**src/hdl/dtc_pkg.sv**
```systemverilog
package dtc_pkg;
   // ---------------------------------------------------------------
   // Register map
   // ---------------------------------------------------------------
   localparam logic [15:0] DTC_ADDR_LEVEL = 16'hff20;
   localparam logic [15:0] DTC_ADDR_ENABLE = 16'hff22;
   localparam logic [15:0] DTC_ADDR_FLAGS = 16'hff26;
   localparam logic [15:0] DTC_ADDR_CTRL = 16'hff40;
   localparam logic [15:0] DTC_ADDR_COUNT = 16'hff41;
   localparam logic [15:0] DTC_ADDR_IRQ_STAT = 16'hff50;
   localparam logic [15:0] DTC_ADDR_IRQ_CLR = 16'hff51;
   localparam logic [15:0] DTC_ADDR_IRQ_EN = 16'hff52;

   // ---------------------------------------------------------------
   // Field positions
   // ---------------------------------------------------------------
   localparam int DTC_CTRL_RUN_BIT = 0;
   localparam int DTC_CTRL_CLR_BIT = 1;
   localparam int DTC_CNT_32HZ_BIT = 2;
   localparam int DTC_CNT_8HZ_BIT = 4;
   localparam int DTC_CNT_2HZ_BIT = 6;
   localparam int DTC_CNT_1HZ_BIT = 7;

   // ---------------------------------------------------------------
   // Reset values
   // ---------------------------------------------------------------
   localparam logic [7:0] DTC_COUNT_RST = 8'h00;
   localparam logic [1:0] DTC_LEVEL_RST = 2'h0;
   localparam logic [3:0] DTC_SRC_RST = 4'h0;

   // ---------------------------------------------------------------
   // Vectors, per source 1, 2, 8, 32 Hz (index 0..3)
   // ---------------------------------------------------------------
   localparam logic [23:0] DTC_VEC_32HZ = 24'h000034;
   localparam logic [23:0] DTC_VEC_8HZ = 24'h000036;
   localparam logic [23:0] DTC_VEC_2HZ = 24'h000038;
   localparam logic [23:0] DTC_VEC_1HZ = 24'h00003a;

   // ---------------------------------------------------------------
   // Timing
   // ---------------------------------------------------------------
   localparam int DTC_CLK_HZ = 100000000;
   localparam int DTC_TICK_HZ = 256;
   localparam int DTC_HALF_TICK_CYC = DTC_CLK_HZ / (2 * DTC_TICK_HZ);

   typedef struct packed {
      logic [15:0] addr;
      logic [7:0] wdata;
      logic wr;
      logic rd;
   } dtc_bus_req_t;

   typedef struct packed {
      logic [7:0] count;
      logic tick_phase;
      logic [17:0] div_cnt;
      logic run;
      logic run_req;
      logic [1:0] level;
      logic [3:0] enable;
      logic [3:0] flags;
      logic [1:0] tick_stat;
      logic [1:0] tick_en;
      logic [7:0] rdata;
   } dtc_state_t;
endpackage

```
**src/hdl/dtc_top.sv**
```systemverilog
// Our own choice: the address-and-strobe port.
`timescale 1ns/1ns
// What this block does
// (RULE1) Eight-bit counter increments on each 256 Hz tick from the slow clock; here the tick is divided down from clk_sys_i.
// (RULE2) Counter bit 0 reads as 128 Hz, bit 7 as 1 Hz.
// (RULE3) Writes to the count register are ignored; counter resets to zero.
// (RULE4) Writing one to the clear bit zeroes the count; running continues.
// (RULE5) The clear bit always reads zero.
// (RULE6) Run bit one counts up, zero holds the count for later resumption.
// (RULE7) Run bit resets to stopped and reads back its value.
// (RULE8) Run changes take effect only at the next 256 Hz falling edge.
// (RULE9) After stop request counter steps once more; run reads one until halted.
// (RULE10) Flags set on falling edges of 32, 8, 2 and 1 Hz bits.
// (RULE11) Flags set whatever the enables or priority say.
// (RULE12) Interrupt requested when flag and enable set and level beats CPU mask.
// (RULE13) Writing one clears a flag, zero leaves it; all clear at reset.
// (RULE14) Four readable enable bits for the 1, 2, 8, 32 Hz sources.
// (RULE15) Two-bit priority field gives level 0 to 3, resets to zero.
// (RULE16) Each source has its own ascending even vector address.
// (RULE17) Software clears the flag and lowers mask before next interrupt.
// (RULE18) Software stops the counter before entering sleep.
// (RULE19) Counter wraps from all ones to zero without an extra event.
module dtc_top
   import dtc_pkg::*;
#(
   parameter int HALF_TICK_CYC = DTC_HALF_TICK_CYC
)
(
   input wire logic clk_sys_i,
   input wire logic rst_n_i,
   input wire logic [15:0] addr_i,
   input wire logic [7:0] wdata_i,
   input wire logic wr_i,
   input wire logic rd_i,
   input wire logic [1:0] cpu_mask_i,
   output logic [7:0] rdata_o,
   output logic cpu_irq_o,
   output logic [1:0] cpu_irq_level_o,
   output logic [23:0] cpu_irq_vector_o,
   output logic irq_o
);
   // ---------------------------------------------------------------
   // Reset release
   // ---------------------------------------------------------------
   logic [1:0] rst_sync;
   logic rst_n;

   always_ff @(posedge clk_sys_i or negedge rst_n_i) begin
      if (!rst_n_i) begin
         rst_sync <= 2'h0;
      end else begin
         rst_sync <= {rst_sync[0], 1'b1};
      end
   end
   assign rst_n = rst_sync[1];

   // ---------------------------------------------------------------
   // State
   // ---------------------------------------------------------------
   dtc_state_t st;
   dtc_state_t next_st;
   dtc_bus_req_t req;
   logic fall_256;
   logic [3:0] src_fall;
   logic [3:0] pending;

   function automatic logic [3:0] dtc_src_bits(input logic [7:0] c);
      dtc_src_bits = {c[DTC_CNT_32HZ_BIT], c[DTC_CNT_8HZ_BIT], c[DTC_CNT_2HZ_BIT], c[DTC_CNT_1HZ_BIT]};
   endfunction

   assign req = '{addr: addr_i, wdata: wdata_i, wr: wr_i, rd: rd_i};
   assign fall_256 = st.tick_phase && (st.div_cnt == 18'(HALF_TICK_CYC - 1));
   assign pending = st.flags & st.enable;

   always_comb begin
      logic [7:0] cnt_after;
      cnt_after = st.count;
      next_st = st;
      src_fall = 4'h0;
      // Free-running 256 Hz divider, toggles phase every half period
      if (st.div_cnt == 18'(HALF_TICK_CYC - 1)) begin
         next_st.div_cnt = 18'h0;
         next_st.tick_phase = !st.tick_phase;
      end else begin
         next_st.div_cnt = st.div_cnt + 18'h1;
      end
      // Count on the tick falling edge, wrap is silent
      if (fall_256) begin
         if (st.run) begin
            cnt_after = st.count + 8'h1; // RULE1 RULE19
         end
         next_st.run = st.run_req; // RULE8 RULE9
      end
      // Bit goes 1 -> 0 on this step
      src_fall = dtc_src_bits(st.count) & ~dtc_src_bits(cnt_after); // RULE10
      if (req.wr && req.addr == DTC_ADDR_CTRL) begin
         next_st.run_req = req.wdata[DTC_CTRL_RUN_BIT]; // RULE6
         if (req.wdata[DTC_CTRL_CLR_BIT]) begin
            cnt_after = DTC_COUNT_RST; // RULE4
         end
      end
      next_st.count = cnt_after;
      // Flags: set wins over clear
      if (req.wr && req.addr == DTC_ADDR_FLAGS) begin
         next_st.flags = st.flags & ~req.wdata[3:0]; // RULE13
      end
      next_st.flags = next_st.flags | src_fall; // RULE11
      if (req.wr && req.addr == DTC_ADDR_ENABLE) begin
         next_st.enable = req.wdata[3:0]; // RULE14
      end
      if (req.wr && req.addr == DTC_ADDR_LEVEL) begin
         next_st.level = req.wdata[1:0]; // RULE15
      end
      // Block-level events: bit0 counter step, bit1 any source flag
      if (req.wr && req.addr == DTC_ADDR_IRQ_CLR) begin
         next_st.tick_stat = st.tick_stat & ~req.wdata[1:0];
      end
      next_st.tick_stat = next_st.tick_stat | {(src_fall != 4'h0), (fall_256 && st.run)};
      if (req.wr && req.addr == DTC_ADDR_IRQ_EN) begin
         next_st.tick_en = req.wdata[1:0];
      end
      // Read data, one cycle later; count register ignores writes
      next_st.rdata = 8'h00;
      if (req.rd) begin
         unique case (req.addr)
            DTC_ADDR_LEVEL: next_st.rdata = {6'h0, st.level};
            DTC_ADDR_ENABLE: next_st.rdata = {4'h0, st.enable};
            DTC_ADDR_FLAGS: next_st.rdata = {4'h0, st.flags};
            DTC_ADDR_CTRL: next_st.rdata = {7'h0, st.run}; // RULE5 RULE7
            DTC_ADDR_COUNT: next_st.rdata = st.count; // RULE2 RULE3
            DTC_ADDR_IRQ_STAT: next_st.rdata = {6'h0, st.tick_stat};
            DTC_ADDR_IRQ_EN: next_st.rdata = {6'h0, st.tick_en};
            default: next_st.rdata = 8'h00;
         endcase
      end
   end

   always_ff @(posedge clk_sys_i or negedge rst_n) begin
      if (!rst_n) begin
         st <= '{count: DTC_COUNT_RST, tick_phase: 1'b0, div_cnt: 18'h0, run: 1'b0, run_req: 1'b0,
                 level: DTC_LEVEL_RST, enable: DTC_SRC_RST, flags: DTC_SRC_RST, tick_stat: 2'h0,
                 tick_en: 2'h0, rdata: 8'h00}; // RULE3 RULE7
      end else begin
         st <= next_st;
      end
   end

   // ---------------------------------------------------------------
   // Outputs
   // ---------------------------------------------------------------
   always_comb begin
      cpu_irq_vector_o = DTC_VEC_1HZ;
      if (pending[3]) begin
         cpu_irq_vector_o = DTC_VEC_32HZ; // RULE16
      end else if (pending[2]) begin
         cpu_irq_vector_o = DTC_VEC_8HZ;
      end else if (pending[1]) begin
         cpu_irq_vector_o = DTC_VEC_2HZ;
      end
   end

   assign cpu_irq_o = (pending != 4'h0) && (st.level > cpu_mask_i); // RULE12
   assign cpu_irq_level_o = st.level;
   assign irq_o = (st.tick_stat & st.tick_en) != 2'h0;
   assign rdata_o = st.rdata;

   // ---------------------------------------------------------------
   // Checks
   // ---------------------------------------------------------------
   a_read_ignores_write: assert property (@(posedge clk_sys_i) disable iff (!rst_n) // RULE3
      (wr_i && addr_i == DTC_ADDR_COUNT && !fall_256) |=> st.count == $past(st.count))
      else $error("count changed by a write");
   a_clear_zeroes: assert property (@(posedge clk_sys_i) disable iff (!rst_n) // RULE4
      (wr_i && addr_i == DTC_ADDR_CTRL && wdata_i[DTC_CTRL_CLR_BIT]) |=> st.count == 8'h00)
      else $error("clear strobe did not zero count");
   a_clear_reads_zero: assert property (@(posedge clk_sys_i) disable iff (!rst_n) // RULE5
      (rd_i && addr_i == DTC_ADDR_CTRL) |=> rdata_o[DTC_CTRL_CLR_BIT] == 1'b0)
      else $error("clear bit read as one");
   a_stopped_holds: assert property (@(posedge clk_sys_i) disable iff (!rst_n) // RULE6
      (!st.run && !(wr_i && addr_i == DTC_ADDR_CTRL)) |=> st.count == $past(st.count))
      else $error("stopped counter moved");
   a_run_on_edge: assert property (@(posedge clk_sys_i) disable iff (!rst_n) // RULE8
      (st.run != $past(st.run)) |-> $past(fall_256))
      else $error("run changed off tick edge");
   a_count_step: assert property (@(posedge clk_sys_i) disable iff (!rst_n) // RULE1
      (fall_256 && st.run && !wr_i) |=> st.count == $past(st.count) + 8'h1)
      else $error("counter did not step on tick");
   a_flag_sets: assert property (@(posedge clk_sys_i) disable iff (!rst_n) // RULE10
      (src_fall[0]) |=> st.flags[0])
      else $error("1 Hz flag missed its edge");
   a_flag_w1c: assert property (@(posedge clk_sys_i) disable iff (!rst_n) // RULE13
      (wr_i && addr_i == DTC_ADDR_FLAGS && wdata_i[1] && !src_fall[1]) |=> !st.flags[1])
      else $error("flag not cleared by one");
   a_irq_level: assert property (@(posedge clk_sys_i) disable iff (!rst_n) // RULE12
      (st.level == 2'h0) |-> !cpu_irq_o)
      else $error("irq raised at level zero");

   // ---------------------------------------------------------------
   // Register reads
   // ---------------------------------------------------------------
   a_count_readback: assert property (@(posedge clk_sys_i) disable iff (!rst_n) // RULE2
      (rd_i && addr_i == DTC_ADDR_COUNT) |=> rdata_o == $past(st.count))
      else $error("count read back wrong");
   a_run_readback: assert property (@(posedge clk_sys_i) disable iff (!rst_n) // RULE7
      (rd_i && addr_i == DTC_ADDR_CTRL) |=> rdata_o == {7'h0, $past(st.run)})
      else $error("run bit read back wrong");
   a_ctrl_upper_zero: assert property (@(posedge clk_sys_i) disable iff (!rst_n) // RULE7
      (rd_i && addr_i == DTC_ADDR_CTRL) |=> rdata_o[7:1] == 7'h0)
      else $error("control upper bits not zero");
   a_level_readback: assert property (@(posedge clk_sys_i) disable iff (!rst_n) // RULE15
      (rd_i && addr_i == DTC_ADDR_LEVEL) |=> rdata_o == {6'h0, $past(st.level)})
      else $error("level read back wrong");
   a_enable_readback: assert property (@(posedge clk_sys_i) disable iff (!rst_n) // RULE14
      (rd_i && addr_i == DTC_ADDR_ENABLE) |=> rdata_o == {4'h0, $past(st.enable)})
      else $error("enables read back wrong");
   a_flags_readback: assert property (@(posedge clk_sys_i) disable iff (!rst_n) // RULE13
      (rd_i && addr_i == DTC_ADDR_FLAGS) |=> rdata_o == {4'h0, $past(st.flags)})
      else $error("flags read back wrong");
   a_stat_readback: assert property (@(posedge clk_sys_i) disable iff (!rst_n)
      (rd_i && addr_i == DTC_ADDR_IRQ_STAT) |=> rdata_o == {6'h0, $past(st.tick_stat)})
      else $error("status read back wrong");
   a_clr_reads_zero: assert property (@(posedge clk_sys_i) disable iff (!rst_n)
      (rd_i && addr_i == DTC_ADDR_IRQ_CLR) |=> rdata_o == 8'h00)
      else $error("status clear read as nonzero");
   a_rdata_idle: assert property (@(posedge clk_sys_i) disable iff (!rst_n)
      (!rd_i) |=> rdata_o == 8'h00)
      else $error("read data stands without a read");

   // ---------------------------------------------------------------
   // Register writes
   // ---------------------------------------------------------------
   a_level_write: assert property (@(posedge clk_sys_i) disable iff (!rst_n) // RULE15
      (wr_i && addr_i == DTC_ADDR_LEVEL) |=> st.level == $past(wdata_i[1:0]))
      else $error("level write lost");
   a_level_keeps: assert property (@(posedge clk_sys_i) disable iff (!rst_n) // RULE15
      (!(wr_i && addr_i == DTC_ADDR_LEVEL)) |=> st.level == $past(st.level))
      else $error("level changed without write");
   a_enable_write: assert property (@(posedge clk_sys_i) disable iff (!rst_n) // RULE14
      (wr_i && addr_i == DTC_ADDR_ENABLE) |=> st.enable == $past(wdata_i[3:0]))
      else $error("enable write lost");
   a_enable_keeps: assert property (@(posedge clk_sys_i) disable iff (!rst_n) // RULE14
      (!(wr_i && addr_i == DTC_ADDR_ENABLE)) |=> st.enable == $past(st.enable))
      else $error("enables changed without write");
   a_tick_en_write: assert property (@(posedge clk_sys_i) disable iff (!rst_n)
      (wr_i && addr_i == DTC_ADDR_IRQ_EN) |=> st.tick_en == $past(wdata_i[1:0]))
      else $error("status enable write lost");
   a_stat_clear: assert property (@(posedge clk_sys_i) disable iff (!rst_n)
      (wr_i && addr_i == DTC_ADDR_IRQ_CLR && wdata_i[0] && !(fall_256 && st.run)) |=> !st.tick_stat[0])
      else $error("step status not cleared");

   // ---------------------------------------------------------------
   // Run control and counting
   // ---------------------------------------------------------------
   a_run_req_write: assert property (@(posedge clk_sys_i) disable iff (!rst_n) // RULE6
      (wr_i && addr_i == DTC_ADDR_CTRL) |=> st.run_req == $past(wdata_i[DTC_CTRL_RUN_BIT]))
      else $error("run request not taken");
   a_run_holds: assert property (@(posedge clk_sys_i) disable iff (!rst_n) // RULE8
      (!fall_256) |=> st.run == $past(st.run))
      else $error("run moved between tick edges");
   a_run_applies: assert property (@(posedge clk_sys_i) disable iff (!rst_n) // RULE8
      (fall_256) |=> st.run == $past(st.run_req))
      else $error("run request not applied on edge");
   a_stop_steps: assert property (@(posedge clk_sys_i) disable iff (!rst_n) // RULE9
      (fall_256 && st.run && !st.run_req && !wr_i) |=> (st.count == $past(st.count) + 8'h1) && !st.run)
      else $error("stop did not step once more");
   a_start_no_step: assert property (@(posedge clk_sys_i) disable iff (!rst_n) // RULE8
      (fall_256 && !st.run && st.run_req && !wr_i) |=> (st.count == $past(st.count)) && st.run)
      else $error("start stepped on its own edge");
   a_off_edge_hold: assert property (@(posedge clk_sys_i) disable iff (!rst_n) // RULE1
      (!fall_256 && !(wr_i && addr_i == DTC_ADDR_CTRL)) |=> st.count == $past(st.count))
      else $error("count moved off tick edge");
   a_write_zero_clr: assert property (@(posedge clk_sys_i) disable iff (!rst_n) // RULE4
      (wr_i && addr_i == DTC_ADDR_CTRL && !wdata_i[DTC_CTRL_CLR_BIT] && !fall_256) |=> st.count == $past(st.count))
      else $error("zero clear bit moved count");
   a_wrap_silent: assert property (@(posedge clk_sys_i) disable iff (!rst_n) // RULE19
      (fall_256 && st.run && st.count == 8'hff && !wr_i) |=> st.count == 8'h00)
      else $error("counter did not wrap to zero");
   a_stat_step: assert property (@(posedge clk_sys_i) disable iff (!rst_n)
      (fall_256 && st.run) |=> st.tick_stat[0])
      else $error("step status missed");

   // ---------------------------------------------------------------
   // Interrupt flags
   // ---------------------------------------------------------------
   a_flag_32_sets: assert property (@(posedge clk_sys_i) disable iff (!rst_n) // RULE10
      (src_fall[3]) |=> st.flags[3])
      else $error("32 Hz flag missed its edge");
   a_flag_8_sets: assert property (@(posedge clk_sys_i) disable iff (!rst_n) // RULE10
      (src_fall[2]) |=> st.flags[2])
      else $error("8 Hz flag missed its edge");
   a_flag_2_sets: assert property (@(posedge clk_sys_i) disable iff (!rst_n) // RULE10
      (src_fall[1]) |=> st.flags[1])
      else $error("2 Hz flag missed its edge");
   a_flag_no_cause: assert property (@(posedge clk_sys_i) disable iff (!rst_n) // RULE10
      (src_fall == 4'h0) |=> (st.flags & ~$past(st.flags)) == 4'h0)
      else $error("flag set without an edge");
   a_flag_ignores_en: assert property (@(posedge clk_sys_i) disable iff (!rst_n) // RULE11
      (src_fall[3] && !st.enable[3]) |=> st.flags[3])
      else $error("disabled 32 Hz flag not set");
   a_flag_1_no_en: assert property (@(posedge clk_sys_i) disable iff (!rst_n) // RULE11
      (src_fall[0] && !st.enable[0]) |=> st.flags[0])
      else $error("disabled 1 Hz flag not set");
   a_flag_sticky: assert property (@(posedge clk_sys_i) disable iff (!rst_n) // RULE13
      (!(wr_i && addr_i == DTC_ADDR_FLAGS)) |=> (st.flags & $past(st.flags)) == $past(st.flags))
      else $error("flag dropped without a clear");
   a_flag_set_wins: assert property (@(posedge clk_sys_i) disable iff (!rst_n) // RULE13
      (wr_i && addr_i == DTC_ADDR_FLAGS && wdata_i[0] && src_fall[0]) |=> st.flags[0])
      else $error("clear beat a same cycle event");
   a_flag_w0_keeps: assert property (@(posedge clk_sys_i) disable iff (!rst_n) // RULE13
      (wr_i && addr_i == DTC_ADDR_FLAGS && !wdata_i[2] && st.flags[2]) |=> st.flags[2])
      else $error("writing zero cleared a flag");

   // ---------------------------------------------------------------
   // Interrupt outputs
   // ---------------------------------------------------------------
   a_irq_no_pending: assert property (@(posedge clk_sys_i) disable iff (!rst_n) // RULE12
      (pending == 4'h0) |-> !cpu_irq_o)
      else $error("irq without an enabled flag");
   a_irq_masked: assert property (@(posedge clk_sys_i) disable iff (!rst_n) // RULE12
      (st.level <= cpu_mask_i) |-> !cpu_irq_o)
      else $error("irq passed the cpu mask");
   a_irq_raised: assert property (@(posedge clk_sys_i) disable iff (!rst_n) // RULE12
      (pending != 4'h0 && st.level > cpu_mask_i) |-> cpu_irq_o)
      else $error("irq missing");
   a_vector_32: assert property (@(posedge clk_sys_i) disable iff (!rst_n) // RULE16
      (pending[3]) |-> cpu_irq_vector_o == DTC_VEC_32HZ)
      else $error("32 Hz vector wrong");
   a_vector_8: assert property (@(posedge clk_sys_i) disable iff (!rst_n) // RULE16
      (pending[3:2] == 2'b01) |-> cpu_irq_vector_o == DTC_VEC_8HZ)
      else $error("8 Hz vector wrong");
   a_vector_2: assert property (@(posedge clk_sys_i) disable iff (!rst_n) // RULE16
      (pending[3:1] == 3'b001) |-> cpu_irq_vector_o == DTC_VEC_2HZ)
      else $error("2 Hz vector wrong");
   a_vector_1: assert property (@(posedge clk_sys_i) disable iff (!rst_n) // RULE16
      (pending[3:1] == 3'b000) |-> cpu_irq_vector_o == DTC_VEC_1HZ)
      else $error("1 Hz vector wrong");

   // ---------------------------------------------------------------
   // Tick divider
   // ---------------------------------------------------------------
   a_phase_toggle: assert property (@(posedge clk_sys_i) disable iff (!rst_n) // RULE1
      (st.div_cnt == 18'(HALF_TICK_CYC - 1)) |=> st.tick_phase != $past(st.tick_phase))
      else $error("tick phase did not toggle");
   a_phase_steady: assert property (@(posedge clk_sys_i) disable iff (!rst_n) // RULE1
      (st.div_cnt != 18'(HALF_TICK_CYC - 1)) |=> st.tick_phase == $past(st.tick_phase))
      else $error("tick phase toggled early");
   a_div_range: assert property (@(posedge clk_sys_i) disable iff (!rst_n) // RULE1
      st.div_cnt <= 18'(HALF_TICK_CYC - 1))
      else $error("divider out of range");
endmodule

```
**config.mk**
```make
export PLATFORM = sky130hd
export DESIGN_NAME = dtc_top
export DESIGN_NICKNAME = d
export VERILOG_FILES = /design/src/hdl/dtc_pkg.sv /design/src/hdl/dtc_top.sv
export SDC_FILE = /design/constraint.sdc
export NUM_CORES = 1
export LEC_CHECK = 0
export BUFFER_PORTS_ARGS = -buffer_cell sky130_fd_sc_hd__buf_2
export CAP_MARGIN = 10
export CELL_PAD_IN_SITES_DETAIL_PLACEMENT = 2
export CELL_PAD_IN_SITES_GLOBAL_PLACEMENT = 2
export CORE_ASPECT_RATIO = 1.75
export CORE_MARGIN = 3
export CORE_UTILIZATION = 37
export CTS_CLUSTER_SIZE = 20
export DETAILED_ROUTE_END_ITERATION = 12
export HOLD_SLACK_MARGIN = 0.08
export PLACE_DENSITY = 0.9
export SLEW_MARGIN = 20
export SYNTH_ARGS = -nofsm -noshare
export SYNTH_HDL_FRONTEND = slang
export SYNTH_SLANG_ARGS = --single-unit
```
**constraint.sdc**
```tcl
create_clock -name clk_sys_i -period 3.35 [get_ports clk_sys_i]
set_input_delay 0.1675 -clock clk_sys_i [delete_from_list [all_inputs] [get_ports clk_sys_i]]
set_output_delay 0.1675 -clock clk_sys_i [all_outputs]
set_load 0.02 [all_outputs]
```
# Word-level counts from Yosys, hierarchy flattened
# Index checks and enable logic that the tools add are counted.
# W data, S select, Z words.
dict set report word_totals {
  word_cells 59
  register_bits 53
  in_bits 30
  out_inout_bits 36
}
dict set report classes {
  bitwise 10
  reduce_logical 13
  mux 12
  order_cmp 1
  add_sub_neg 2
  eq_ne 9
}
# operator n
set ops {}
lappend ops {{$eq A16 B16 Y1 const B} 8}
lappend ops {{$pmux W8 S7} 1}
lappend ops {{$mux W8} 5}
lappend ops {{$mux W24} 1}
lappend ops {{$add A18 B1 Y18 const B} 1}
lappend ops {{$eq A18 B18 Y1 const B} 1}
lappend ops {{$mux W18} 1}
lappend ops {{$and A4 B4 Y4} 3}
lappend ops {{$logic_and A1 B1 Y1} 9}
lappend ops {{$add A8 B1 Y8 const B} 1}
lappend ops {{$mux W4} 2}
lappend ops {{$not A4 Y4} 2}
lappend ops {{$reduce_bool A4 Y1} 2}
lappend ops {{$and A2 B2 Y2} 2}
lappend ops {{$mux W2} 2}
lappend ops {{$or A4 B4 Y4} 1}
lappend ops {{$gt A2 B2 Y1} 1}
lappend ops {{$not A2 Y2} 1}
lappend ops {{$or A2 B2 Y2} 1}
lappend ops {{$reduce_bool A2 Y1} 1}
lappend ops {{$logic_not A1 Y1} 1}

# Logic depth before layout (Yosys ltp)
# Gate-level depths: netlist of run 1.
dict set report logic_depth {
  word_depth 7
  depth_mapped 6
  mapped_depth_nobuf 5
}

# Worst setup path after synthesis of run 1
# OpenSTA, ideal clock, no wires.
dict set report synth_timing {
  kind {in2reg}
  startpoint {input addr_i[4]}
  endpoint {register st[16] (netlist bit)}
  path_buffers 1
  required_time_ns 3.225
  arrival_ns 1.833
  path_stages 5
  setup_ns 0.125
  path_slack_ns 1.393
  cell_sequence {buf_6 -> or4b_4 -> nor4_4 -> and3b_4 -> mux2_2}
}
dict set report synth_between {
  elab_chain_cells 2
}
# element line_no
set synth_rtl {}
lappend synth_rtl {{start, declared} dtc_top.sv:31} ;# input wire logic [15:0] addr_i,
lappend synth_rtl {{$eq A16 B16 Y1} dtc_top.sv:108} ;# if (req.wr && req.addr == DTC_ADDR_ENABLE) begin
lappend synth_rtl {{$logic_and A1 B1 Y1} dtc_top.sv:108}
lappend synth_rtl {{end signal, assigned} dtc_top.sv:140} ;# st <= '{count: DTC_COUNT_RST, tick_phase: 1'b0, div_cnt: 18'h0, run: 1'b0, run_req: 1'b0,
lappend synth_rtl {{end signal, assigned} dtc_top.sv:144} ;# st <= next_st;
lappend synth_rtl {{end, declared} dtc_top.sv:60} ;# dtc_state_t st;
# No other way between the ends.
# A chain may end at the register's enable or synchronous reset.

==> results of run 1 <==
==> sequential cells by signal (all words and copies together) (netlist names) <==
name	cells
cpu_irq_level_o	2
st	41
rdata_o	8
rst_sync	2
==> cells in the final DEF (no fill, tap or decap), types with 6 or more instances in the layout <==
cell / netlist / routed
and4_1: 9 / 9
and3_1: 6 / 6
a32oi_1: 8 / 8
nand3_1: 18 / 18
nand2_1: 9 / 9
inv_1: 7 / 7
nor2_1: 20 / 20
buf_2: 0 / 40
o21ai_0: 8 / 8
a21oi_1: 8 / 8
nand4_1: 19 / 19
dfrtp_1: 53 / 52
conb_1: 2 / 22
xor2_1: 7 / 7
and2_1: 8 / 8
mux2_2: 15 / 15
xnor2_1: 7 / 7
==> how the worst min path moves through the flow <==
stage / from / endpoint / slack (ps) / depth (start not counted)
2_1_floorplan: rst_n_i / rst_sync[0]$_DFF_PN0_ / -130 / 0
3_3_place_gp: rst_n_i / rst_sync[0]$_DFF_PN0_ / -50 / 1
3_5_place_dp: rst_n_i / rst_sync[0]$_DFF_PN0_ / -40 / 1
4_1_cts: wdata_i[3] / st[19]$_DFFE_PN0P_ / 130 / 2
5_1_grt: wdata_i[3] / st[19]$_DFFE_PN0P_ / 130 / 2
6_report: wdata_i[3] / st[19]$_DFFE_PN0P_ / 140 / 2
==> synth_stat cells (all sizes together) (4+ instances only) <==
| cell | n |
|---|---|
| and2 | 8 |
| nor3 | 5 |
| clkbuf | 7 |
| ha | 4 |
| or3 | 5 |
| xnor2 | 7 |
| nor2b | 4 |
| nand2 | 9 |
| xor2 | 7 |
| a32oi | 8 |
| nor2 | 20 |
| mux2 | 15 |
| o21ai | 8 |
| and3 | 6 |
| inv | 7 |
| nand3 | 18 |
| and4 | 9 |
| nor4 | 5 |
| buf | 34 |
| dfrtp | 53 |
| a22o | 4 |
| nand4 | 19 |
| a21oi | 8 |
| nand4b | 5 |
==> power by group through the flow <==
stage,registers [mW],clock network (mW),logic (mW)
after global placement,0.666,0,0.0687
after floorplan,0.662,0,0.0633
after global routing,0.655,0.586,0.0809
after detailed placement,0.666,0,0.0709
final,0.653,0.551,0.0745
after CTS,0.654,0.567,0.0729
==> worst register-to-register path, delay by kind of cell (launching register included) <==
family | cells | cell delay, ps
DFF | 1 | 360
AOI/OAI and AO/OA | 1 | 160
and+or+nand+nor | 3 | 1670
buffers and inverters | 1 | 160
==> stage by stage <==
step | utilization | worst slack (ps) | power, mW
3_5_place_dp | 0.403 | 937 | 0.737
3_3_place_gp | 0.403 | 1060 | 0.734
4_1_cts | 0.424 | 920 | 1.29
2_1_floorplan | - | 1390 | 0.725
5_1_grt | 0.424 | 691 | 1.32
6_report | 0.424 | 932 | 1.28
==> final cells by class <==
class                   count  area, µm²  area share
multi-input cells         230       1570       0.459
flip-flops and latches     53       1330       0.389
repair buffers             43        225      0.0658
clock buffers               7        153      0.0446
well taps                  90        113      0.0329
inverters                   7       26.3     0.00768
clock inverters             1       5.00     0.00146
==> metal layers <==
layer | global-route usage | vias to the layer above
met3 | 0.0315 | 22
met4 | 0.0978 | 0
met2 | 0.384 | 70
met1 | 0.198 | 1314
li1 | - | 1156
met5 | 0 | -
==> cell families (layout without fill, tap and decap cells) <==
| logic type | Yosys count | count (layout) | share of synthesized area |
|---|---|---|---|
| compound gates | 43 | 43 | 0.0992 |
| xor+xnor | 14 | 14 | 0.0392 |
| fa+ha+maj | 4 | 4 | 0.0160 |
| buf+inv | 48 | 58 | 0.0972 |
| flops | 53 | 53 | 0.424 |
| mux | 16 | 16 | 0.0572 |
| other cells | 2 | 22 | 0.00240 |
| simple gates | 131 | 131 | 0.265 |
==> what timing repair did <==
item | CTS | global route
hold buffers | 1 | 0
endpoints found under the hold margin | 2 | 0
endpoints found under the setup margin | 0 | 0
buffers inserted | 0 | 0
==> results.toml, run 1 <==
[yosys]
yosysTopAreaCellShare = 0.424
synth_cell_type_count = 55
async_reset_ff_frac = 1.00
ys_seq_area_frac = 0.424
netlist_area_mm2 = 0.00313
synth_ff_type = "dfrtp_1"
netlist_instances = 311
syn_area_per_cell_um2 = 10.1
ys_top_cells_by_area = "dfrtp_1 (42%), buf_4 (7.4%), mux2_2 (5.4%)"
yosysWarnings = 0
synth-seq-cells = 53
synth_top_area_cell = "dfrtp_1"
synth_edf_count = 0

[clock_tree]
clkLatencyLatePin_ps = 300
cts-resized-gates = 0
cts_root_buf = "clkbuf_16"
cts_htree_levels = 2
cts_buffers = 5
cts_tree = "done"
cts_sinks = 53
path_clk_slew_ps = 70
clock_path_buffers = 2

[pwr]
power.density_mw_per_mm2 = 373
clkPwrFrac = 0.431
pwr-share-seq = 0.511
p_sw_frac = 0.233
internal_power_uw = 980
ir_drop_uv = 240
p_comb_frac = 0.058
p_sw_uw = 298
p_leak_nw = 1.53

[placement]
post-place-cells = 422
gp_congestion = 0.845
dp.final_hpwl_um = 6590
place_area_mm2 = 0.00325
portBuffers = 40

[setup_path]
crit_family = "simple AND/OR/NAND/NOR gates"
r2r_cells = 5
r2r_end = "st[49]$_DFF_PN0_"
cp_data_arrival_time_ps = 2640
setup.reg_to_reg.worst_slack_ps = 930
startpoint_type = "flop"
crit_path_end = "st[49]$_DFF_PN0_"
cp_max_fo = 19
timing_worst_setup_path_type = "flop to flop"
path_cells = "buf_4, nor4bb_1, nand4_1, or4_1, a21oi_1"
cp_num_cells = 5
crit_path_start = "st[28]$_DFF_PN0_"
crit_slowest_cell = "or4_1"
rr_startpoint = "st[28]$_DFF_PN0_"
end_kind = "flop"
path_buf_inv = 1
required_ps = 3570
max_stage_delay_ps = 700

[global_route]
grt_pass1_wl_um = 14700
grt_max_degree = 52
grt_usage = 0.201
grt_pass1_vias = 2834
grt-ovfl-total = 0
antenna_found_initial = 0

[timing]
max_freq_mhz = 413
final_hold_viol_count = 0
setup_viol = 0
setup_tns_ps = 0
period_share = 0.722
max_slew_margin = 0.379
clock-skew-final_ps = 6.45
worstMarginPinSlew_ps = 923
drv_slew = 0
fin_crit_ps = 2420
rsz0062_at_grt = "no"
hold_ws_ps = 137

[floorplanning]
core_area_mm2 = 0.00807
die_w_um = 75.5
fp.dieH_um = 128
start_util = 0.387
ioPinCount = 66
die-area_mm2 = 0.00963
rows = 43

[cells_and_area]
finish.instance_area_mm2 = 0.00342
fin_cells = 431
area_delta_synth_final_pct = 9.48
n_fill_cell = 903
nets = 374
antenna_cells = 0
drive_above_1_share = 0.226

[worst_hold_path]
worstHoldPathType = "primary input to flop"

[drt]
vias_per_cell = 5.94
drc = 0
route.met3.wl_um = 310
drt-met1-wl_um = 3150
drtIter0Drc = 72
ant_nets = 0
drt-total-wl_um = 9160
wl_per_cell_um = 21.2
top_layer = "met4"
vias = 2562
wl_met2_um = 5320
drt-pass1-iter-count = 4

[run_status]
outcome = "finished, final reports clean"

[flow_run]
maxCapViolations = 0
Power figures use the tool's default switching activity.
==> inputs of run 2 (changes only) <==
--- a/config.mk
+++ b/config.mk
@@ -11,11 +11,11 @@
 export CELL_PAD_IN_SITES_GLOBAL_PLACEMENT = 2
 export CORE_ASPECT_RATIO = 1.75
 export CORE_MARGIN = 3
-export CORE_UTILIZATION = 37
+export CORE_UTILIZATION = 31
 export CTS_CLUSTER_SIZE = 20
 export DETAILED_ROUTE_END_ITERATION = 12
 export HOLD_SLACK_MARGIN = 0.08
-export PLACE_DENSITY = 0.9
+export PLACE_DENSITY = 0.81
 export SLEW_MARGIN = 20
 export SYNTH_ARGS = -nofsm -noshare
 export SYNTH_HDL_FRONTEND = slang
==> constraint.sdc (replaced) <==
create_clock -name clk_sys_i -period 2.1 [get_ports clk_sys_i]
set_input_delay 0.105 -clock clk_sys_i [delete_from_list [all_inputs] [get_ports clk_sys_i]]
set_output_delay 0.105 -clock clk_sys_i [all_outputs]
set_load 0.02 [all_outputs]
==> run 2 against run 1 <==
Compared with the run above: sequential cell count stayed put; clock power up 81%; register-to-register slack lost 770 ps; first-iteration DRC count up 35%; hold slack worse by 22 ps; clock-buffer cell count down 1; combinational power grew 85%; wire length is 0.11% higher; non-clock buffer count increased by 15; via count grew 2.4%; highest routed layer unchanged; core utilization is 4.8 points lower.
==> results.toml, run 2 (same netlist as run 1, synthesis figures left out) <==
[timing]
worstMarginPinSlew_ps = 697
fin_crit_ps = 1940
clock-skew-final_ps = 5.53
final_hold_viol_count = 0
hold_ws_ps = 115
setup_viol = 0
setup_tns_ps = 0
period_share = 0.925
max_slew_margin = 0.529
rsz0062_at_grt = "no"
max_freq_mhz = 515
drv_slew = 0

[cells_and_area]
final_util = 0.376
antenna_cells = 0
layout_commonest_cell = "dfrtp_1"
drive_above_1_share = 0.256
top_register = "st"
n_fill_cell = 1080
seq_area_mm2 = 0.00133
area_delta_synth_final_pct = 16.0
layout_common_cells = "dfrtp_1 (52), buf_2 (40), conb_1 (22)"
largest_register_ffs = 41
fin_cells = 478
nets = 389
multi_input_area_mm2 = 0.00158

[setup_path]
startpoint_type = "flop"
timing_worst_setup_path_type = "flop to flop"
cp_max_fo = 19
required_ps = 2330
cp_data_arrival_time_ps = 2170
end_kind = "flop"

[clock_tree]
clkLatencyLatePin_ps = 300
cts_setup_buffers = 0
cts_root_buf = "clkbuf_16"
cts_sinks = 53
cts_htree_levels = 2
path_clk_slew_ps = 70
cts_buffers = 5
clock_path_buffers = 2
cts_tree = "done"

[placement]
portBuffers = 40
gp_congestion = 0.796
dp.final_hpwl_um = 7090
post-place-cells = 467

[global_route]
grt_pass1_vias = 2930
grt_pass1_wl_um = 15000
antenna_found_initial = 0
grt_max_degree = 31
grt_usage = 0.171
grt-ovfl-total = 0

[floorplanning]
core_area_mm2 = 0.00964
fp.dieH_um = 139
die-area_mm2 = 0.0114
die_w_um = 81.9
rows = 47
ioPinCount = 66
start_util = 0.324

[drt]
drtIter0Drc = 97
wl_per_cell_um = 19.2
drt-total-wl_um = 9170
vias_per_cell = 5.49
drc = 0
drt-pass1-iter-count = 4
vias = 2624
ant_nets = 0

[pwr]
ir_drop_uv = 354
p_leak_nw = 1.61
power.density_mw_per_mm2 = 596

[run_status]
outcome = "finished, final reports clean"

[flow_run]
maxCapViolations = 0

[worst_hold_path]
worstHoldPathType = "primary input to async pin"
run 2: path summary, 6_finish.rpt:
path                                             from                             end  slack, ps  cells after the start
worst max-delay path                 st[34]$_DFF_PN0_                st[48]$_DFF_PN0_        160                      5
worst min-delay path                          rst_n_i           rst_sync[1]$_DFF_PN0_        110                      2
worst max register to register       st[34]$_DFF_PN0_                st[48]$_DFF_PN0_        160                      5
worst min register to register  rst_sync[1]$_DFF_PN0_                st[24]$_DFF_PN0_        250                      0
max in group asynchronous       rst_sync[1]$_DFF_PN0_                st[14]$_DFF_PN0_       1310                      1
min in group clk_sys_i                     wdata_i[0]  cpu_irq_level_o[0]$_DFFE_PN0P_        150                      2
run 2: report_power, final:
group | internal, mW | leakage, nW | switching, mW
Combinational | 0.0434 | 0.853 | 0.0941
Clock | 0.596 | 0.0831 | 0.400
Sequential | 1.02 | 0.678 | 0.00897
Total | 1.66 | 1.61 | 0.503
run 2: area by class of cell:
| cell class | instances | share of cell area |
|---|---|---|
| multi-input cells | 230 | 0.435 |
| clock inverters | 2 | 0.0103 |
| clock buffers | 6 | 0.0383 |
| repair buffers | 58 | 0.101 |
| flip-flops and latches | 53 | 0.366 |
| well taps | 122 | 0.0421 |
| inverters | 7 | 0.00724 |
run 2: layer usage:
metal,vias up,GRT usage,part of all wire
li1,1190,-,-
met1,1340,0.166,0.33
met2,69,0.328,0.59
met3,25,0.0202,0.035
met4,0,0.0928,0.049
met5,-,0,0
run 2: what timing repair did:
action                     in CTS  in global routing
setup endpoints to repair       0                  1
hold buffers                    2                  1
hold endpoints to repair        3                  1
gates resized for setup         0                  1
run 2: per-stage QoR:
step | setup slack, ps | instance area [µm²] | total power, mW
2_1_floorplan | 205 | 3200 | 1.16
3_5_place_dp | 166 | 3420 | 1.18
5_1_grt | 52.8 | 3630 | 2.24
3_3_place_gp | 218 | 3420 | 1.18
4_1_cts | 173 | 3610 | 2.17
6_report | 158 | 3630 | 2.16
run 2: worst max-delay path, cell delays in order, from the launching register on:
cell     delay [ps]
dfrtp_1         450
nor3b_1         360
nand4_1         200
buf_12          190
or4_1           500
a21oi_1         160
==> inputs of run 3 (changes only) <==
--- a/config.mk
+++ b/config.mk
@@ -5,17 +5,18 @@
 export SDC_FILE = /design/constraint.sdc
 export NUM_CORES = 1
 export LEC_CHECK = 0
+export ABC_AREA = 1
 export BUFFER_PORTS_ARGS = -buffer_cell sky130_fd_sc_hd__buf_2
 export CAP_MARGIN = 10
 export CELL_PAD_IN_SITES_DETAIL_PLACEMENT = 2
 export CELL_PAD_IN_SITES_GLOBAL_PLACEMENT = 2
 export CORE_ASPECT_RATIO = 1.75
 export CORE_MARGIN = 3
-export CORE_UTILIZATION = 31
+export CORE_UTILIZATION = 28
 export CTS_CLUSTER_SIZE = 20
 export DETAILED_ROUTE_END_ITERATION = 12
 export HOLD_SLACK_MARGIN = 0.08
-export PLACE_DENSITY = 0.81
+export PLACE_DENSITY = 0.8
 export SLEW_MARGIN = 20
 export SYNTH_ARGS = -nofsm -noshare
 export SYNTH_HDL_FRONTEND = slang
==> run 3 against run 2 <==
Compared with the run above: sequential power about the same; synthesized cell count is 32% higher; clock-buffer cell count unchanged; hold slack worse by 30 ps; die area grew 9.5%; area after synthesis down 0.56%; sequential cell count is the same; largest power group unchanged.
==> results.toml, run 3 <==
[pwr]
p_leak_nw = 1.79
power.density_mw_per_mm2 = 568
ir_drop_uv = 324

[drt]
wl_per_cell_um = 15.9
vias_per_cell = 4.80
drc = 0
drt-pass1-iter-count = 4
drtIter0Drc = 74
vias = 2781
ant_nets = 0
drt-total-wl_um = 9180

[yosys]
ys_top_cells_by_area = "dfrtp_1 (43%), nand2_1 (10%), buf_4 (8.0%)"
yosys.area_share.simple = 0.312
synth_top_family_by_area = "simple AND/OR/NAND/NOR gates"
synth_ff_type = "dfrtp_1"
netlist_area_mm2 = 0.00311
synth-seq-cells = 53
synthMuxAreaShare = 0.00362
ys_seq_area_frac = 0.427
synth.most_common_cell = "nand2_1"
yosysWarnings = 0
synth_top_area_cell = "dfrtp_1"
async_reset_ff_frac = 1.00
netlist_instances = 409
syn_area_per_cell_um2 = 7.60
synth_compound_area_frac = 0.0720
synthXorXnorAreaFrac = 0.0197
synth_common_cells = "nand2_1 (84), nor2_1 (59), dfrtp_1 (53)"
synthAdderAreaFrac = 0.0161
synth_edf_count = 0
synth_cell_type_count = 32
yosysTopAreaCellShare = 0.427

[cells_and_area]
top_register = "st"
nets = 482
area_delta_synth_final_pct = 12.6
largest_register_ffs = 41
drive_above_1_share = 0.143
fin_cells = 579
antenna_cells = 0
layout_common_cells = "nand2_1 (84), nor2_1 (58), dfrtp_1 (52)"
n_fill_cell = 1324
layout_commonest_cell = "nand2_1"

[run_status]
outcome = "finished, final reports clean"

[clock_tree]
cts_tree = "done"
cts_buffers = 5
clkLatencyLatePin_ps = 300
clock_path_buffers = 2
cts_sinks = 53
cts_htree_levels = 2
cts_root_buf = "clkbuf_16"
cts_setup_buffers = 0
path_clk_slew_ps = 70

[global_route]
top_usage_layer = "met2"
grtUsageMet1 = 0.153
grt_pass1_vias = 3182
grt_max_degree = 52
grt_usage = 0.157
grt_pass1_wl_um = 15500
gr-usage-met2 = 0.324
use_met3 = 0.0193
grt-ovfl-total = 0
antenna_found_initial = 0

[worst_hold_path]
min_from = "wdata_i[2]"
min_path_cells = 3
hold_path_end = "st[18]$_DFFE_PN0P_"
worstHoldPathType = "primary input to flop"

[floorplanning]
ioPinCount = 66
rows = 50
start_util = 0.289
fp.dieH_um = 145
die-area_mm2 = 0.0125
core_area_mm2 = 0.0108
die_w_um = 85.7

[flow_run]
maxCapViolations = 0

[timing]
fin_crit_ps = 1890
setup_tns_ps = 0
final_hold_viol_count = 0
max_freq_mhz = 529
rsz0062_at_grt = "no"
worstMarginPinSlew_ps = 530
max_slew_margin = 0.646
period_share = 0.900
clock-skew-final_ps = 6.62
drv_slew = 0
setup_viol = 0

[setup_path]
max_stage_delay_ps = 390
r2r_cells = 10
end_kind = "flop"
path_cells = "ha_1, nand3_2, inv_1, nand2_1, nor2_4, nand2_2, nor2_1, nand2_1, nand2_1, nor2_1"
required_ps = 2300
setup.reg_to_reg.worst_slack_ps = 210
crit_slowest_cell = "dfrtp_1"
cp_max_fo = 9
startpoint_type = "flop"
critPathMostFrequentCell = "nand2_1"
rr_startpoint = "st[24]$_DFF_PN0_"
r2r_end = "st[47]$_DFF_PN0_"
cp_data_arrival_time_ps = 2090
timing_worst_setup_path_type = "flop to flop"

[placement]
post-place-cells = 569
gp_congestion = 0.791
portBuffers = 40
dp.final_hpwl_um = 7430
[run 3: cell count changes after synthesis, moves of 9 or more]
cell	previous run	this run
nand3_1	18	33
nor2_1	20	59
nand2_1	9	84
inv_1	7	51
and4_1	9	0
mux2_2	15	1
o21ai_0	8	23
[run 3: final cells by class]
type,instances,area [µm²],share of cell area
multi-input cells,289,1400,0.401
flip-flops and latches,53,1330,0.379
inverters,52,195,0.0557
well taps,130,163,0.0464
repair buffers,47,270,0.0772
clock buffers,6,129,0.0368
clock inverters,2,15.0,0.00429
[run 3: logic make-up (layout without fill, tap and decap cells)]
logic type / Yosys count / count (layout)
AND/OR/NAND/NOR: 214 / 214
XOR/XNOR: 7 / 7
adder cells (fa/ha/maj): 4 / 4
buffers and inverters: 87 / 107
other: 2 / 22
AO/OA/AOI/OAI: 41 / 41
multiplexers: 1 / 1
flip-flops: 53 / 53
[run 3: timing repair]
item                       CTS  global route
hold buffers                 2             0
gates resized for setup      0             1
setup endpoints to repair    0             1
hold endpoints to repair     3             0
[run 3: how the worst max path moves through the flow]
stage | start | to | slack, ps | cells past startpoint
after floorplan | rst_sync[1]$_DFF_PN0_ | cpu_irq_level_o[0]$_DFFE_PN0P_ | 520 | 0
after detailed placement | st[24]$_DFF_PN0_ | st[47]$_DFF_PN0_ | 230 | 10
after global routing | st[24]$_DFF_PN0_ | st[47]$_DFF_PN0_ | 4 | 10
final | st[24]$_DFF_PN0_ | st[47]$_DFF_PN0_ | 210 | 10
after global placement | st[24]$_DFF_PN0_ | st[47]$_DFF_PN0_ | 270 | 10
after CTS | st[24]$_DFF_PN0_ | st[47]$_DFF_PN0_ | 190 | 10
[run 3: critical path: cells and delay by family, from the launching register on]
| kind | cells | cell delay, ps |
|---|---|---|
| adder cells (fa/ha/maj) | 1 | 220 |
| flip-flops | 1 | 390 |
| AND/OR/NAND/NOR | 8 | 1040 |
| buffers and inverters | 1 | 140 |
[run 3: report_power, final]
part | leakage [nW] | switching [mW] | internal [mW]
clock network | 0.0631 | 0.400 | 0.444
logic | 1.06 | 0.0905 | 0.0305
registers | 0.668 | 0.00116 | 1.02
total | 1.79 | 0.491 | 1.50
[run 3: per-stage QoR]
stage / hold WS [ps] / instance area (µm²) / power (mW) / setup WS, ps / util
6_report: 84.5 / 3500 / 1.99 / 210 / 0.325
5_1_grt: 107 / 3500 / 2.07 / 4.37 / 0.325
4_1_cts: 82.9 / 3500 / 2.03 / 188 / 0.325
3_5_place_dp: -108 / 3340 / 1.16 / 231 / 0.310
3_3_place_gp: -110 / 3340 / 1.16 / 273 / 0.310
2_1_floorplan: -191 / 3180 / 1.14 / 515 / -
[run 3: metal layers]
layer / part of all wire / routed length (µm)
met5: 0 / 0
met4: 0.017 / 159
met3: 0.023 / 215
met2: 0.62 / 5670
met1: 0.34 / 3130
